[src/design/gwd_params.svh]
// Constants of the guarded watchdog timer: offsets, fields, resets, counts.
// Assumes an AXI4-Lite slave with 32-bit data and 18-bit byte addresses.
//
// Behaviour
// - Odd inhibit bits read one, never stored.
// - Counter write-enable bit gates counter writes.
// - Register write-enable gates run and flag writes.
// - Run set by inhibit zero plus run one.
// - Run clears on reset or permitted zero write.
// - Counter increments only while run is set.
// - Flag sets on overflow, clears by pin/write.
// - Counter readable; written value resumes counting upward.
// - Select bit picks system/8192 or sub/32.
// - Overflow past all ones, reset one cycle later.
// - Overflow reset lasts exactly 512 oscillator cycles.
// - Counter initialises to zero on reset.
// - Standby bit acts only while run clear.
// - Watch, subsleep, standby halt counter, retain control; subactive too unless subclock selected.
`ifndef GWD_PARAMS_SVH
`define GWD_PARAMS_SVH

`define GWD_ADDR_W 18
`define GWD_BYTE(i) ({i, 2'b00})
// Register indices; the byte address is four times the index.
`define GWD_IDX_CSR 16'hFFB2
`define GWD_IDX_CNT 16'hFFB3
`define GWD_IDX_STP 16'hFFFB
`define GWD_IDX_PMR 16'hFFCA
`define GWD_IDX_IST 16'hFFF0
`define GWD_IDX_IMK 16'hFFF1
// Control/status field positions.
`define GWD_B_CWI 7
`define GWD_B_CWE 6
`define GWD_B_RWI 5
`define GWD_B_RWE 4
`define GWD_B_RUI 3
`define GWD_B_RUN 2
`define GWD_B_FLI 1
`define GWD_B_FLG 0
`define GWD_B_STBY 2
`define GWD_B_CSEL 5
`define GWD_B_IOVF 0
// Read-back masks and reset values.
`define GWD_CSR_ONES 8'hAA
`define GWD_STP_ONES 8'hFB
`define GWD_CNT_RST 8'h00
`define GWD_CNT_MAX 8'hFF
// Timing counts; system and reset counts in base-clock cycles, subclock count in subclock edges.
`define GWD_SYS_DIV 8192
`define GWD_SUB_DIV 32
`define GWD_RST_CYC 512
`define GWD_SYS_LAST 13'h1FFF
`define GWD_SUB_LAST 5'h1F
`define GWD_RST_LOAD 10'h200
// AXI responses.
`define GWD_OKAY 2'h0
`define GWD_SLVERR 2'h2

`endif

[src/design/gwd_pkg.sv]
// Types of the guarded watchdog timer.
// Assumes gwd_params.svh for all numeric constants.
package gwd_pkg;

  // Chip power state as seen by the watchdog.
  typedef enum logic [2:0] {
    PWR_ACTIVE, PWR_SLEEP, PWR_WATCH, PWR_SUBACT, PWR_SUBSLP, PWR_STANDBY
  } gwd_pwr_t;

  // Overflow reset sequencer.
  typedef enum logic [1:0] {SEQ_IDLE, SEQ_PEND, SEQ_RESET} gwd_seq_t;

  // Stored control bits.
  typedef struct packed {
    logic counter_write_enable;
    logic register_write_enable;
    logic watchdog_run;
    logic overflow_reset_flag;
    logic watchdog_standby_ctrl;
    logic source_clock_select;
  } gwd_ctl_t;

  // Whole state of the block.
  typedef struct packed {
    gwd_ctl_t ctl;
    logic [7:0] counter;
    logic [12:0] sys_div;
    logic [4:0] sub_div;
    logic sub_prev;
    gwd_seq_t seq;
    logic [9:0] rst_cnt;
    logic rst_out;
    logic irq_stat;
    logic irq_mask;
    logic irq;
    logic aw_full;
    logic [17:0] aw_addr;
    logic w_full;
    logic [7:0] w_data;
    logic w_strb;
    logic aw_rdy;
    logic w_rdy;
    logic b_valid;
    logic [1:0] b_resp;
    logic ar_rdy;
    logic r_valid;
    logic [31:0] r_data;
    logic [1:0] r_resp;
  } gwd_state_t;

endpackage

[src/design/gwd_top.sv]
// Guarded watchdog timer with an AXI4-Lite register slave.
// It holds the control/status register, the 8-bit up-counter, the
// standby and source-select bits, an overflow interrupt and the
// sequencer that stretches an overflow into a chip reset pulse.
// Assumes SUB_CLK and POWER_STATE are synchronous to REF_CLK and that
// WDT_RESET_OUT is fed to the chip reset tree by the surrounding logic.
// That logic must not route WDT_RESET_OUT back to NRST, since the pin
// reset clears the flag that records the overflow.
`timescale 1ns/1ns
`include "gwd_params.svh"

module gwd_top (
  input wire logic REF_CLK,
  input wire logic NRST,
  input wire logic CE,
  input wire logic SUB_CLK,
  input wire gwd_pkg::gwd_pwr_t POWER_STATE,
  input wire logic AWVALID,
  output logic AWREADY,
  input wire logic [17:0] AWADDR,
  input wire logic [2:0] AWPROT,
  input wire logic WVALID,
  output logic WREADY,
  input wire logic [31:0] WDATA,
  input wire logic [3:0] WSTRB,
  output logic BVALID,
  input wire logic BREADY,
  output logic [1:0] BRESP,
  input wire logic ARVALID,
  output logic ARREADY,
  input wire logic [17:0] ARADDR,
  input wire logic [2:0] ARPROT,
  output logic RVALID,
  input wire logic RREADY,
  output logic [31:0] RDATA,
  output logic [1:0] RRESP,
  output logic WDT_RESET_OUT,
  output logic IRQ
);

  ////////////////////////////////////////////////////////////////////////
  // State.

  gwd_pkg::gwd_state_t st_reg;
  gwd_pkg::gwd_state_t st_next;

  // Prescaler enables and the selected counter input.
  logic sys_tick;
  logic sub_tick;
  logic cnt_tick;
  // Power gating of the counter and the control register.
  logic mod_stby;
  logic func_ok;
  // Bus strobes, write data and decoded read-back.
  logic do_write;
  logic do_read;
  logic [7:0] wd;
  logic [7:0] rd;
  logic rd_hit;
  logic wr_hit;
  // Counter write and count strobes of the current cycle.
  logic cnt_wr;
  logic cnt_inc;
  logic cnt_ovf;

  ////////////////////////////////////////////////////////////////////////
  // Read-back value of an addressed register.
  // Bit 8 of the result is the hit flag of a mapped address; the low
  // byte is what the register shows. Inhibit bits and unused bits read
  // as ones where the register defines them so.

  function automatic logic [8:0] read_reg(
    input gwd_pkg::gwd_state_t s,
    input logic [17:0] a
  );
    logic [8:0] r;
    r = 9'h000;
    case (a)
      `GWD_BYTE(`GWD_IDX_CSR): begin
        r[7:0] = `GWD_CSR_ONES;
        r[`GWD_B_CWE] = s.ctl.counter_write_enable;
        r[`GWD_B_RWE] = s.ctl.register_write_enable;
        r[`GWD_B_RUN] = s.ctl.watchdog_run;
        r[`GWD_B_FLG] = s.ctl.overflow_reset_flag;
        r[8] = 1'b1;
      end
      `GWD_BYTE(`GWD_IDX_CNT): begin
        r = {1'b1, s.counter};
      end
      `GWD_BYTE(`GWD_IDX_STP): begin
        r[7:0] = `GWD_STP_ONES;
        r[`GWD_B_STBY] = s.ctl.watchdog_standby_ctrl;
        r[8] = 1'b1;
      end
      `GWD_BYTE(`GWD_IDX_PMR): begin
        r[`GWD_B_CSEL] = s.ctl.source_clock_select;
        r[8] = 1'b1;
      end
      `GWD_BYTE(`GWD_IDX_IST): begin
        r[`GWD_B_IOVF] = s.irq_stat;
        r[8] = 1'b1;
      end
      `GWD_BYTE(`GWD_IDX_IMK): begin
        r[`GWD_B_IOVF] = s.irq_mask;
        r[8] = 1'b1;
      end
      default: begin
        r = 9'h000;
      end
    endcase
    return r;
  endfunction

  ////////////////////////////////////////////////////////////////////////
  // Next-state logic.

  // Computes the whole next state from the current one and the inputs.
  always_comb begin
    st_next = st_reg;

    // Module standby only bites while the watchdog is stopped. A standby
    // request written while running is stored and takes hold as soon as
    // software clears the run bit.
    mod_stby = !st_reg.ctl.watchdog_standby_ctrl &&
               !st_reg.ctl.watchdog_run;

    // Counter and control logic work only in active and sleep, and in
    // subactive only with the subclock source. In every other state and
    // in module standby the counter halts and the control register keeps
    // its contents; writes to either are answered OKAY and dropped.
    case (POWER_STATE)
      gwd_pkg::PWR_ACTIVE: begin
        func_ok = !mod_stby;
      end
      gwd_pkg::PWR_SLEEP: begin
        func_ok = !mod_stby;
      end
      gwd_pkg::PWR_SUBACT: begin
        func_ok = !mod_stby && st_reg.ctl.source_clock_select;
      end
      default: begin
        func_ok = 1'b0;
      end
    endcase

    // Prescalers give one-cycle enables in the base clock domain, so the
    // counter never runs on a derived clock and every update of the state
    // happens on the REF_CLK edge. The system divider runs free, which
    // makes the first period after the run bit is set up to one tick
    // short; software sees this as the usual uncertainty of a watchdog.
    sys_tick = st_reg.sys_div == `GWD_SYS_LAST;
    sub_tick = SUB_CLK && !st_reg.sub_prev &&
               st_reg.sub_div == `GWD_SUB_LAST;
    st_next.sys_div = st_reg.sys_div + 13'h0001;
    // The subclock level is compared with its copy of the last cycle;
    // the copy resets low, the idle level, so no edge follows reset.
    st_next.sub_prev = SUB_CLK;
    if (SUB_CLK && !st_reg.sub_prev) begin
      st_next.sub_div = st_reg.sub_div + 5'h01;
    end
    cnt_tick = st_reg.ctl.source_clock_select ? sub_tick : sys_tick;

    // Write address and write data are taken in either order. Each slot
    // holds one item; only the low byte and its strobe are kept, since
    // every register is eight bits wide.
    if (AWVALID && st_reg.aw_rdy) begin
      st_next.aw_full = 1'b1;
      st_next.aw_addr = AWADDR;
    end
    if (WVALID && st_reg.w_rdy) begin
      st_next.w_full = 1'b1;
      st_next.w_data = WDATA[7:0];
      st_next.w_strb = WSTRB[0];
    end

    // A write is performed once both halves are held.
    do_write = st_reg.aw_full && st_reg.w_full && !st_reg.b_valid;
    wd = st_reg.w_data;
    wr_hit = read_reg(st_reg, st_reg.aw_addr) > 9'h0FF;
    if (do_write) begin
      st_next.aw_full = 1'b0;
      st_next.w_full = 1'b0;
      st_next.b_valid = 1'b1;
      st_next.b_resp = wr_hit ? `GWD_OKAY : `GWD_SLVERR;
    end
    if (st_reg.b_valid && BREADY) begin
      st_next.b_valid = 1'b0;
    end
    // Both write slots stay closed until the response has been taken,
    // which keeps a second write from overtaking an unanswered one.
    st_next.aw_rdy = !st_next.aw_full && !st_next.b_valid;
    st_next.w_rdy = !st_next.w_full && !st_next.b_valid;

    // Reads answer one cycle after the address is taken. The read data is
    // captured at that edge and then stands unchanged until RREADY, even
    // if the counter moves on in the meantime.
    do_read = ARVALID && st_reg.ar_rdy;
    {rd_hit, rd} = read_reg(st_reg, ARADDR);
    if (st_reg.r_valid && RREADY) begin
      st_next.r_valid = 1'b0;
    end
    if (do_read) begin
      st_next.r_valid = 1'b1;
      st_next.r_data = {24'h000000, rd};
      st_next.r_resp = rd_hit ? `GWD_OKAY : `GWD_SLVERR;
    end
    st_next.ar_rdy = !st_next.r_valid;

    // Register writes; the control register holds still when halted.
    // Each protected bit of the control register moves only when its
    // inhibit bit is written zero in the same access, and the inhibit
    // bits themselves are never stored, so they always read back as one.
    if (do_write && st_reg.w_strb) begin
      case (st_reg.aw_addr)
        `GWD_BYTE(`GWD_IDX_CSR): begin
          if (func_ok) begin
            if (!wd[`GWD_B_CWI]) begin
              st_next.ctl.counter_write_enable = wd[`GWD_B_CWE];
            end
            if (!wd[`GWD_B_RWI]) begin
              st_next.ctl.register_write_enable = wd[`GWD_B_RWE];
            end
            if (st_reg.ctl.register_write_enable &&
                !wd[`GWD_B_RUI]) begin
              st_next.ctl.watchdog_run = wd[`GWD_B_RUN];
            end
            if (st_reg.ctl.register_write_enable &&
                !wd[`GWD_B_FLI] && !wd[`GWD_B_FLG]) begin
              st_next.ctl.overflow_reset_flag = 1'b0;
            end
          end
        end
        `GWD_BYTE(`GWD_IDX_CNT): begin
          if (func_ok && st_reg.ctl.counter_write_enable) begin
            st_next.counter = wd;
          end
        end
        `GWD_BYTE(`GWD_IDX_STP): begin
          st_next.ctl.watchdog_standby_ctrl = wd[`GWD_B_STBY];
        end
        `GWD_BYTE(`GWD_IDX_PMR): begin
          st_next.ctl.source_clock_select = wd[`GWD_B_CSEL];
        end
        `GWD_BYTE(`GWD_IDX_IST): begin
          if (wd[`GWD_B_IOVF]) begin
            st_next.irq_stat = 1'b0;
          end
        end
        `GWD_BYTE(`GWD_IDX_IMK): begin
          st_next.irq_mask = wd[`GWD_B_IOVF];
        end
        default: begin
          st_next.irq_mask = st_reg.irq_mask;
        end
      endcase
    end

    // A permitted counter write this cycle; it beats a tick in the same
    // cycle, so software reloading on time never races the overflow.
    cnt_wr = do_write && st_reg.w_strb && func_ok &&
             st_reg.ctl.counter_write_enable &&
             st_reg.aw_addr == `GWD_BYTE(`GWD_IDX_CNT);

    // One count step: running, powered, ticked and not in a reset pulse.
    cnt_inc = func_ok && st_reg.ctl.watchdog_run && cnt_tick &&
              st_reg.seq == gwd_pkg::SEQ_IDLE && !cnt_wr;

    // The step from all ones wraps to zero and starts the sequencer.
    cnt_ovf = cnt_inc && st_reg.counter == `GWD_CNT_MAX;

    // Counting continues upward from whatever value is held.
    if (cnt_inc) begin
      st_next.counter = st_reg.counter + 8'h01;
    end
    if (cnt_ovf) begin
      st_next.seq = gwd_pkg::SEQ_PEND;
    end

    // Overflow reset sequencer. PEND lasts one base-clock cycle; RESET
    // counts the pulse down from its full length and returns to IDLE as
    // the last cycle of the pulse is driven. The flag and the interrupt
    // status are set here, after the register writes above, so an
    // overflow wins over a clear that software issues in the same cycle.
    case (st_reg.seq)
      gwd_pkg::SEQ_IDLE: begin
        st_next.rst_cnt = 10'h000;
      end
      gwd_pkg::SEQ_PEND: begin
        // One base-clock cycle after the overflow the reset starts.
        st_next.seq = gwd_pkg::SEQ_RESET;
        st_next.rst_cnt = `GWD_RST_LOAD;
        st_next.ctl.overflow_reset_flag = 1'b1;
        st_next.irq_stat = 1'b1;
      end
      gwd_pkg::SEQ_RESET: begin
        st_next.rst_cnt = st_reg.rst_cnt - 10'h001;
        if (st_reg.rst_cnt == 10'h001) begin
          st_next.seq = gwd_pkg::SEQ_IDLE;
        end
      end
      default: begin
        st_next.seq = gwd_pkg::SEQ_IDLE;
      end
    endcase

    // The chip reset returns every watchdog bit but the flag to reset.
    // It is applied on every edge of the pulse but the one that ends it, so a write that lands while the
    // pulse is high cannot arm the watchdog again before the chip restarts.
    // The bus slots and the interrupt bits keep running, so the system
    // can read the cause once the processor comes back.
    if (st_next.seq == gwd_pkg::SEQ_RESET) begin
      st_next.ctl.counter_write_enable = 1'b0;
      st_next.ctl.register_write_enable = 1'b0;
      st_next.ctl.watchdog_run = 1'b0;
      st_next.ctl.watchdog_standby_ctrl = 1'b1;
      st_next.ctl.source_clock_select = 1'b0;
      st_next.counter = `GWD_CNT_RST;
      st_next.sys_div = 13'h0000;
      st_next.sub_div = 5'h00;
    end

    // Outputs are registered copies of their causes.
    st_next.rst_out = st_next.rst_cnt != 10'h000;
    st_next.irq = st_next.irq_stat && st_next.irq_mask;

    // The clock enable freezes everything, the bus handshake included;
    // a master must not expect an answer while CE is low. The subclock
    // copy is frozen too, so an edge seen during the freeze is counted
    // once CE returns only if the level is still high then.
    if (!CE) begin
      st_next = st_reg;
    end
  end

  ////////////////////////////////////////////////////////////////////////
  // State register.

  // Pin reset clears all state and sets the initial register values.
  // It is the only way to clear the flag other than a permitted write,
  // and it leaves the bus slots open so a request may follow at once.
  always_ff @(posedge REF_CLK or negedge NRST) begin
    if (!NRST) begin
      st_reg <= '0;
      st_reg.ctl.watchdog_standby_ctrl <= 1'b1;
      st_reg.ctl.overflow_reset_flag <= 1'b0;
      st_reg.ctl.watchdog_run <= 1'b0;
      st_reg.counter <= `GWD_CNT_RST;
      st_reg.seq <= gwd_pkg::SEQ_IDLE;
      st_reg.aw_rdy <= 1'b1;
      st_reg.w_rdy <= 1'b1;
      st_reg.ar_rdy <= 1'b1;
    end else begin
      st_reg <= st_next;
    end
  end

  ////////////////////////////////////////////////////////////////////////
  // Port drivers.

  // Every output is a field of the state register.
  // None of them passes through logic, so none of them can glitch.
  assign AWREADY = st_reg.aw_rdy;
  assign WREADY = st_reg.w_rdy;
  assign BVALID = st_reg.b_valid;
  assign BRESP = st_reg.b_resp;
  assign ARREADY = st_reg.ar_rdy;
  assign RVALID = st_reg.r_valid;
  assign RDATA = st_reg.r_data;
  assign RRESP = st_reg.r_resp;
  assign WDT_RESET_OUT = st_reg.rst_out;
  assign IRQ = st_reg.irq;

endmodule

[config.mk]
export PLATFORM = sky130hd
export DESIGN_NAME = gwd_top
export DESIGN_NICKNAME = d
export VERILOG_FILES = /design/src/design/gwd_pkg.sv /design/src/design/gwd_top.sv
export VERILOG_INCLUDE_DIRS = /design/src /design/src/design
export SDC_FILE = /design/constraint.sdc
export NUM_CORES = 1
export LEC_CHECK = 0
export ABC_AREA = 1
export BUFFER_PORTS_ARGS = -buffer_cell sky130_fd_sc_hd__buf_2
export CORE_MARGIN = 4
export CORE_UTILIZATION = 49
export CTS_BUF_LIST = sky130_fd_sc_hd__clkbuf_4 sky130_fd_sc_hd__clkbuf_8 sky130_fd_sc_hd__clkbuf_16
export DETAILED_ROUTE_END_ITERATION = 6
export PLACE_DENSITY_LB_ADDON = 0.05
export SKIP_LAST_GASP = 1
export SYNTH_ARGS = -nofsm -noshare
export SYNTH_HDL_FRONTEND = slang
export SYNTH_SLANG_ARGS = --single-unit
[constraint.sdc]
create_clock -name REF_CLK -period 1.8 [get_ports REF_CLK]
set_clock_uncertainty 0.2 [all_clocks]
set_input_delay 0 -clock REF_CLK [delete_from_list [all_inputs] [get_ports REF_CLK]]
set_output_delay 0 -clock REF_CLK [all_outputs]
set_load 0.02 [all_outputs]
==> metrics.md <==
| Metric | Value |
|---|---|
| Combinational share of power | 33.2% |
| Detail Route Antenna Nets | 0 |
| Total CTS buffers | 9 |
| CP Capture Type | flop |
| Largest net degree at the start of global routing | 31 |
| Fin. Hold Viols | 0 |
| Chip width | 115.0 microns |
| Critical path arrival | 2.06 ns |
| Clock slew at reported path FFs | 0.06 ns |
| Initial antenna violation count | 0 |
| Peak VDD IR | 0.7052 mV |
| Routed WL | 14640 microns |
| Root Driver | clkbuf_16 |
| NetSw | 2.587 mW |
| Reg2Reg Depth | 11 |
| Crit path max fanout | 5 |
| Part of the Yosys area used for sequential elements | 41.54% |
| Fraction of layout instances using a drive strength above 1 | 28.37% |
| Post-synthesis cell type count | 43 |
| RSZ-0062 raised after global routing | yes |
| Post-Layout Cell Count | 1074 |
| Input/output buffers | 73 |
| Fin crit period | 2.018 ns |
| Total Nets Final | 1025 |
| Failing checks | negative setup slack |
| R2R setup slack | -0.22 ns |
| GRT Util Overall | 22.71% |
| Wire per inst | 13.63 microns |
| Clock tree buffer depth | 2 |
| Clock sinks | 93 |
| Total number of H-tree levels | 3 |
| Hold Slack | 0.01605 ns |
| Clk network pwr share | 26.8% |
| Largest register FFs | 68 |
| Slew Limit Fails | 0 |
| ANT cells | 0 |
| Vias in the first global route | 5201 |
| Max Clock Freq | 495.5 MHz |
| Initial Utilization | 50.90% |
| Top FF cell, synth | dfrtp_1 |
| DR iter-0 viols | 285 |
| Leak | 3.783 nW |
| Placed cells | 998 |
| Power Internal | 4.874 mW |
| First-pass GRT wire length | 23980 microns |
| Syn_area_per_cell | 7.407 sq um |
| Die area | 13230 sq um |
| Outcome | finished, violations left |
| I/O Pins | 133 |
| Number of synthesized flops with an enable pin | 0 |
| Critical path type | reg2reg |
| Placement Setup Slack | -0.1506 ns |
| Worst setup path endpoint | st_reg[108]$_DFFE_PN0P_ |
| R2r endpoint | st_reg[108]$_DFFE_PN0P_ |
| Async SR Flop Fraction | 100.0% |
| Area growth, synth to finish | 34.08% |
| Vias/cell | 4.972 |
| Core Footprint | 11030 sq um |
| Max-cap violations | 0 |
| Seq cells post-synth | 93 |
| Post-synthesis cell count | 758 |
| Final setup vio count | 9 |
| Core Rows | 38 |
| CTS tree | built |
| Final WS setup | -0.2183 ns |
| Post-DP HPWL | 10090 microns |
| Switching Fraction | 34.67% |
| Cells on Worst Hold Path | 3 |
| Skew-Pair Late Insertion Delay | 0.35 ns |
| Mapped Area | 5614 sq um |
| Gr ovfl total | 0 |
| HP Class | in2reg |
| Pwr per Cell Area | 991.2 nW/um^2 |
| Die Y | 115.0 microns |
| Flop pwr share | 39.9% |
| Pre-Repair DR Iteration Count | 5 |
| CP required | 1.84 ns |
| Period utilization | 112.1% |
| Critical Path Source | st_reg[87]$_DFFE_PN0P_ |
| Warnings, synthesis | 0 |
| Startpoint types | flop |
| Vias | 5340 |
| RePlAce Congestion | 0.8998 |
| R2R Path Start | st_reg[87]$_DFFE_PN0P_ |
| Remaining DRCs | 0 |
-- cell families after synthesis --
family	Yosys count	synth area share [%]
flip-flops	93	41.54
AO/OA/AOI/OAI	64	6.441
adder cells (fa/ha/maj)	6	1.337
other	1	0.06680
XOR/XNOR	13	2.028
buffers and inverters	136	12.28
AND/OR/NAND/NOR	442	35.73
multiplexers	3	0.5794
-- area by class of cell --
class,instances,area (sq um)
inverter,84,320.3
timing repair buffer,187,1394
multi-input combinational,554,2989
tap,140,175.2
sequential,93,2332
fill,935,3503
clock inverter,3,42.54
clock buffer,13,274.0
-- per-layer routing --
metal	global-route usage [%]	up-vias	share of wire (%)
met5	0	-	0
met4	9.077	0	2.3
met3	3.632	27	5.5
met2	37.58	167	48
met1	29.85	2456	44
li1	-	2690	-
-- placed cells by master, fill, tap and decap left out, types with 3 or more instances in the layout --
cell type      count
dfstp_2            4
nor2_1            61
o21ai_1            4
a21oi_1            6
inv_1             69
conb_1            26
nor3_1             5
dlygate4sd3_1     49
buf_6              6
nand3_4            3
inv_2             14
buf_2             72
ha_4               3
nor3_2             4
buf_4             58
clkbuf_16          9
nand4_1            9
nor2_2            14
nor2_4            14
dfrtp_1           89
nand2_4            5
clkbuf_8           3
xor2_1            11
nand3b_1           3
nand2_2           17
o21ai_0           40
nand3_1           74
nand2_1          209
nand3_2           14
-- metrics by stage --
| step | instance area, sq um | total power, mW | TNS, ns | utilization, % |
|---|---|---|---|---|
| CTS | 7172 | 7.245 | -1.189 | 65.02 |
| global placement | 6314 | 5.002 | -0.5976 | 57.24 |
| detailed placement | 6314 | 5.073 | -1.228 | 57.24 |
| floorplan | 5714 | 4.301 | -0.1563 | - |
| finish | 7527 | 7.461 | -1.695 | 68.24 |
| global route | 7527 | 8.021 | -2.987 | 68.24 |
-- cell usage after synthesis, types with 3 or more instances --
cell / number / area, sq um
nand4_1: 9 / 56.30
nand3_2: 5 / 50.05
nor3_1: 8 / 40.04
dfrtp_1: 89 / 2227
buf_6: 4 / 45.04
dfstp_2: 4 / 105.1
nand3_1: 85 / 425.4
xor2_1: 11 / 96.34
nand2_4: 4 / 45.04
nor2_4: 5 / 56.30
nand2_1: 222 / 833.3
inv_2: 9 / 33.78
nor2_2: 5 / 31.28
nand3b_1: 3 / 22.52
clkbuf_1: 10 / 37.54
a21oi_1: 7 / 35.03
buf_4: 37 / 277.8
nor3b_1: 3 / 22.52
inv_1: 75 / 281.5
nand2_2: 6 / 37.54
ha_1: 6 / 75.07
nor2_1: 79 / 296.5
o21ai_0: 45 / 225.2
-- critical path, cell delays in order (launching register included) --
cell,delay [ns]
dfrtp_1,0.36
ha_2,0.18
and3_4,0.19
ha_4,0.12
inv_2,0.03
o21ai_2,0.16
nand3_2,0.15
nor2_8,0.18
buf_6,0.14
nand3_1,0.07
nand3_1,0.10
nand2_1,0.05
-- worst min-delay path by stage --
| stage | slack [ns] | start | endpoint |
|---|---|---|---|
| global placement | -0.24 | NRST | st_reg[83]$_DFFE_PN0P_ |
| detailed placement | -0.24 | NRST | st_reg[83]$_DFFE_PN0P_ |
| finish | 0.02 | CE | st_reg[84]$_DFFE_PN0P_ |
| floorplan | -0.50 | NRST | BRESP[1]$_DFFE_PN0P_ |
| CTS | 0.003 | CE | st_reg[84]$_DFFE_PN0P_ |
| global route | 0.06 | CE | st_reg[84]$_DFFE_PN0P_ |
-- what timing repair did --
item | 4_1_cts | 5_1_grt
setup endpoints to repair | 19 | 33
cloned | 0 | 0
pin swaps | 2 | 38
resized for setup | 10 | 82
hold endpoints to repair | 133 | 0
setup buffers | 0 | 11
hold buffers | 51 | 0
-- power groups by stage --
| stage | logic, mW | clock network (mW) | registers, mW |
|---|---|---|---|
| global placement | 2.05 | 0 | 2.95 |
| global route | 2.81 | 2.16 | 3.05 |
| floorplan | 1.31 | 0 | 2.99 |
| CTS | 2.25 | 2.05 | 2.95 |
| detailed placement | 2.09 | 0 | 2.98 |
| finish | 2.48 | 2.00 | 2.98 |
(Power assumes the default switching activity.)
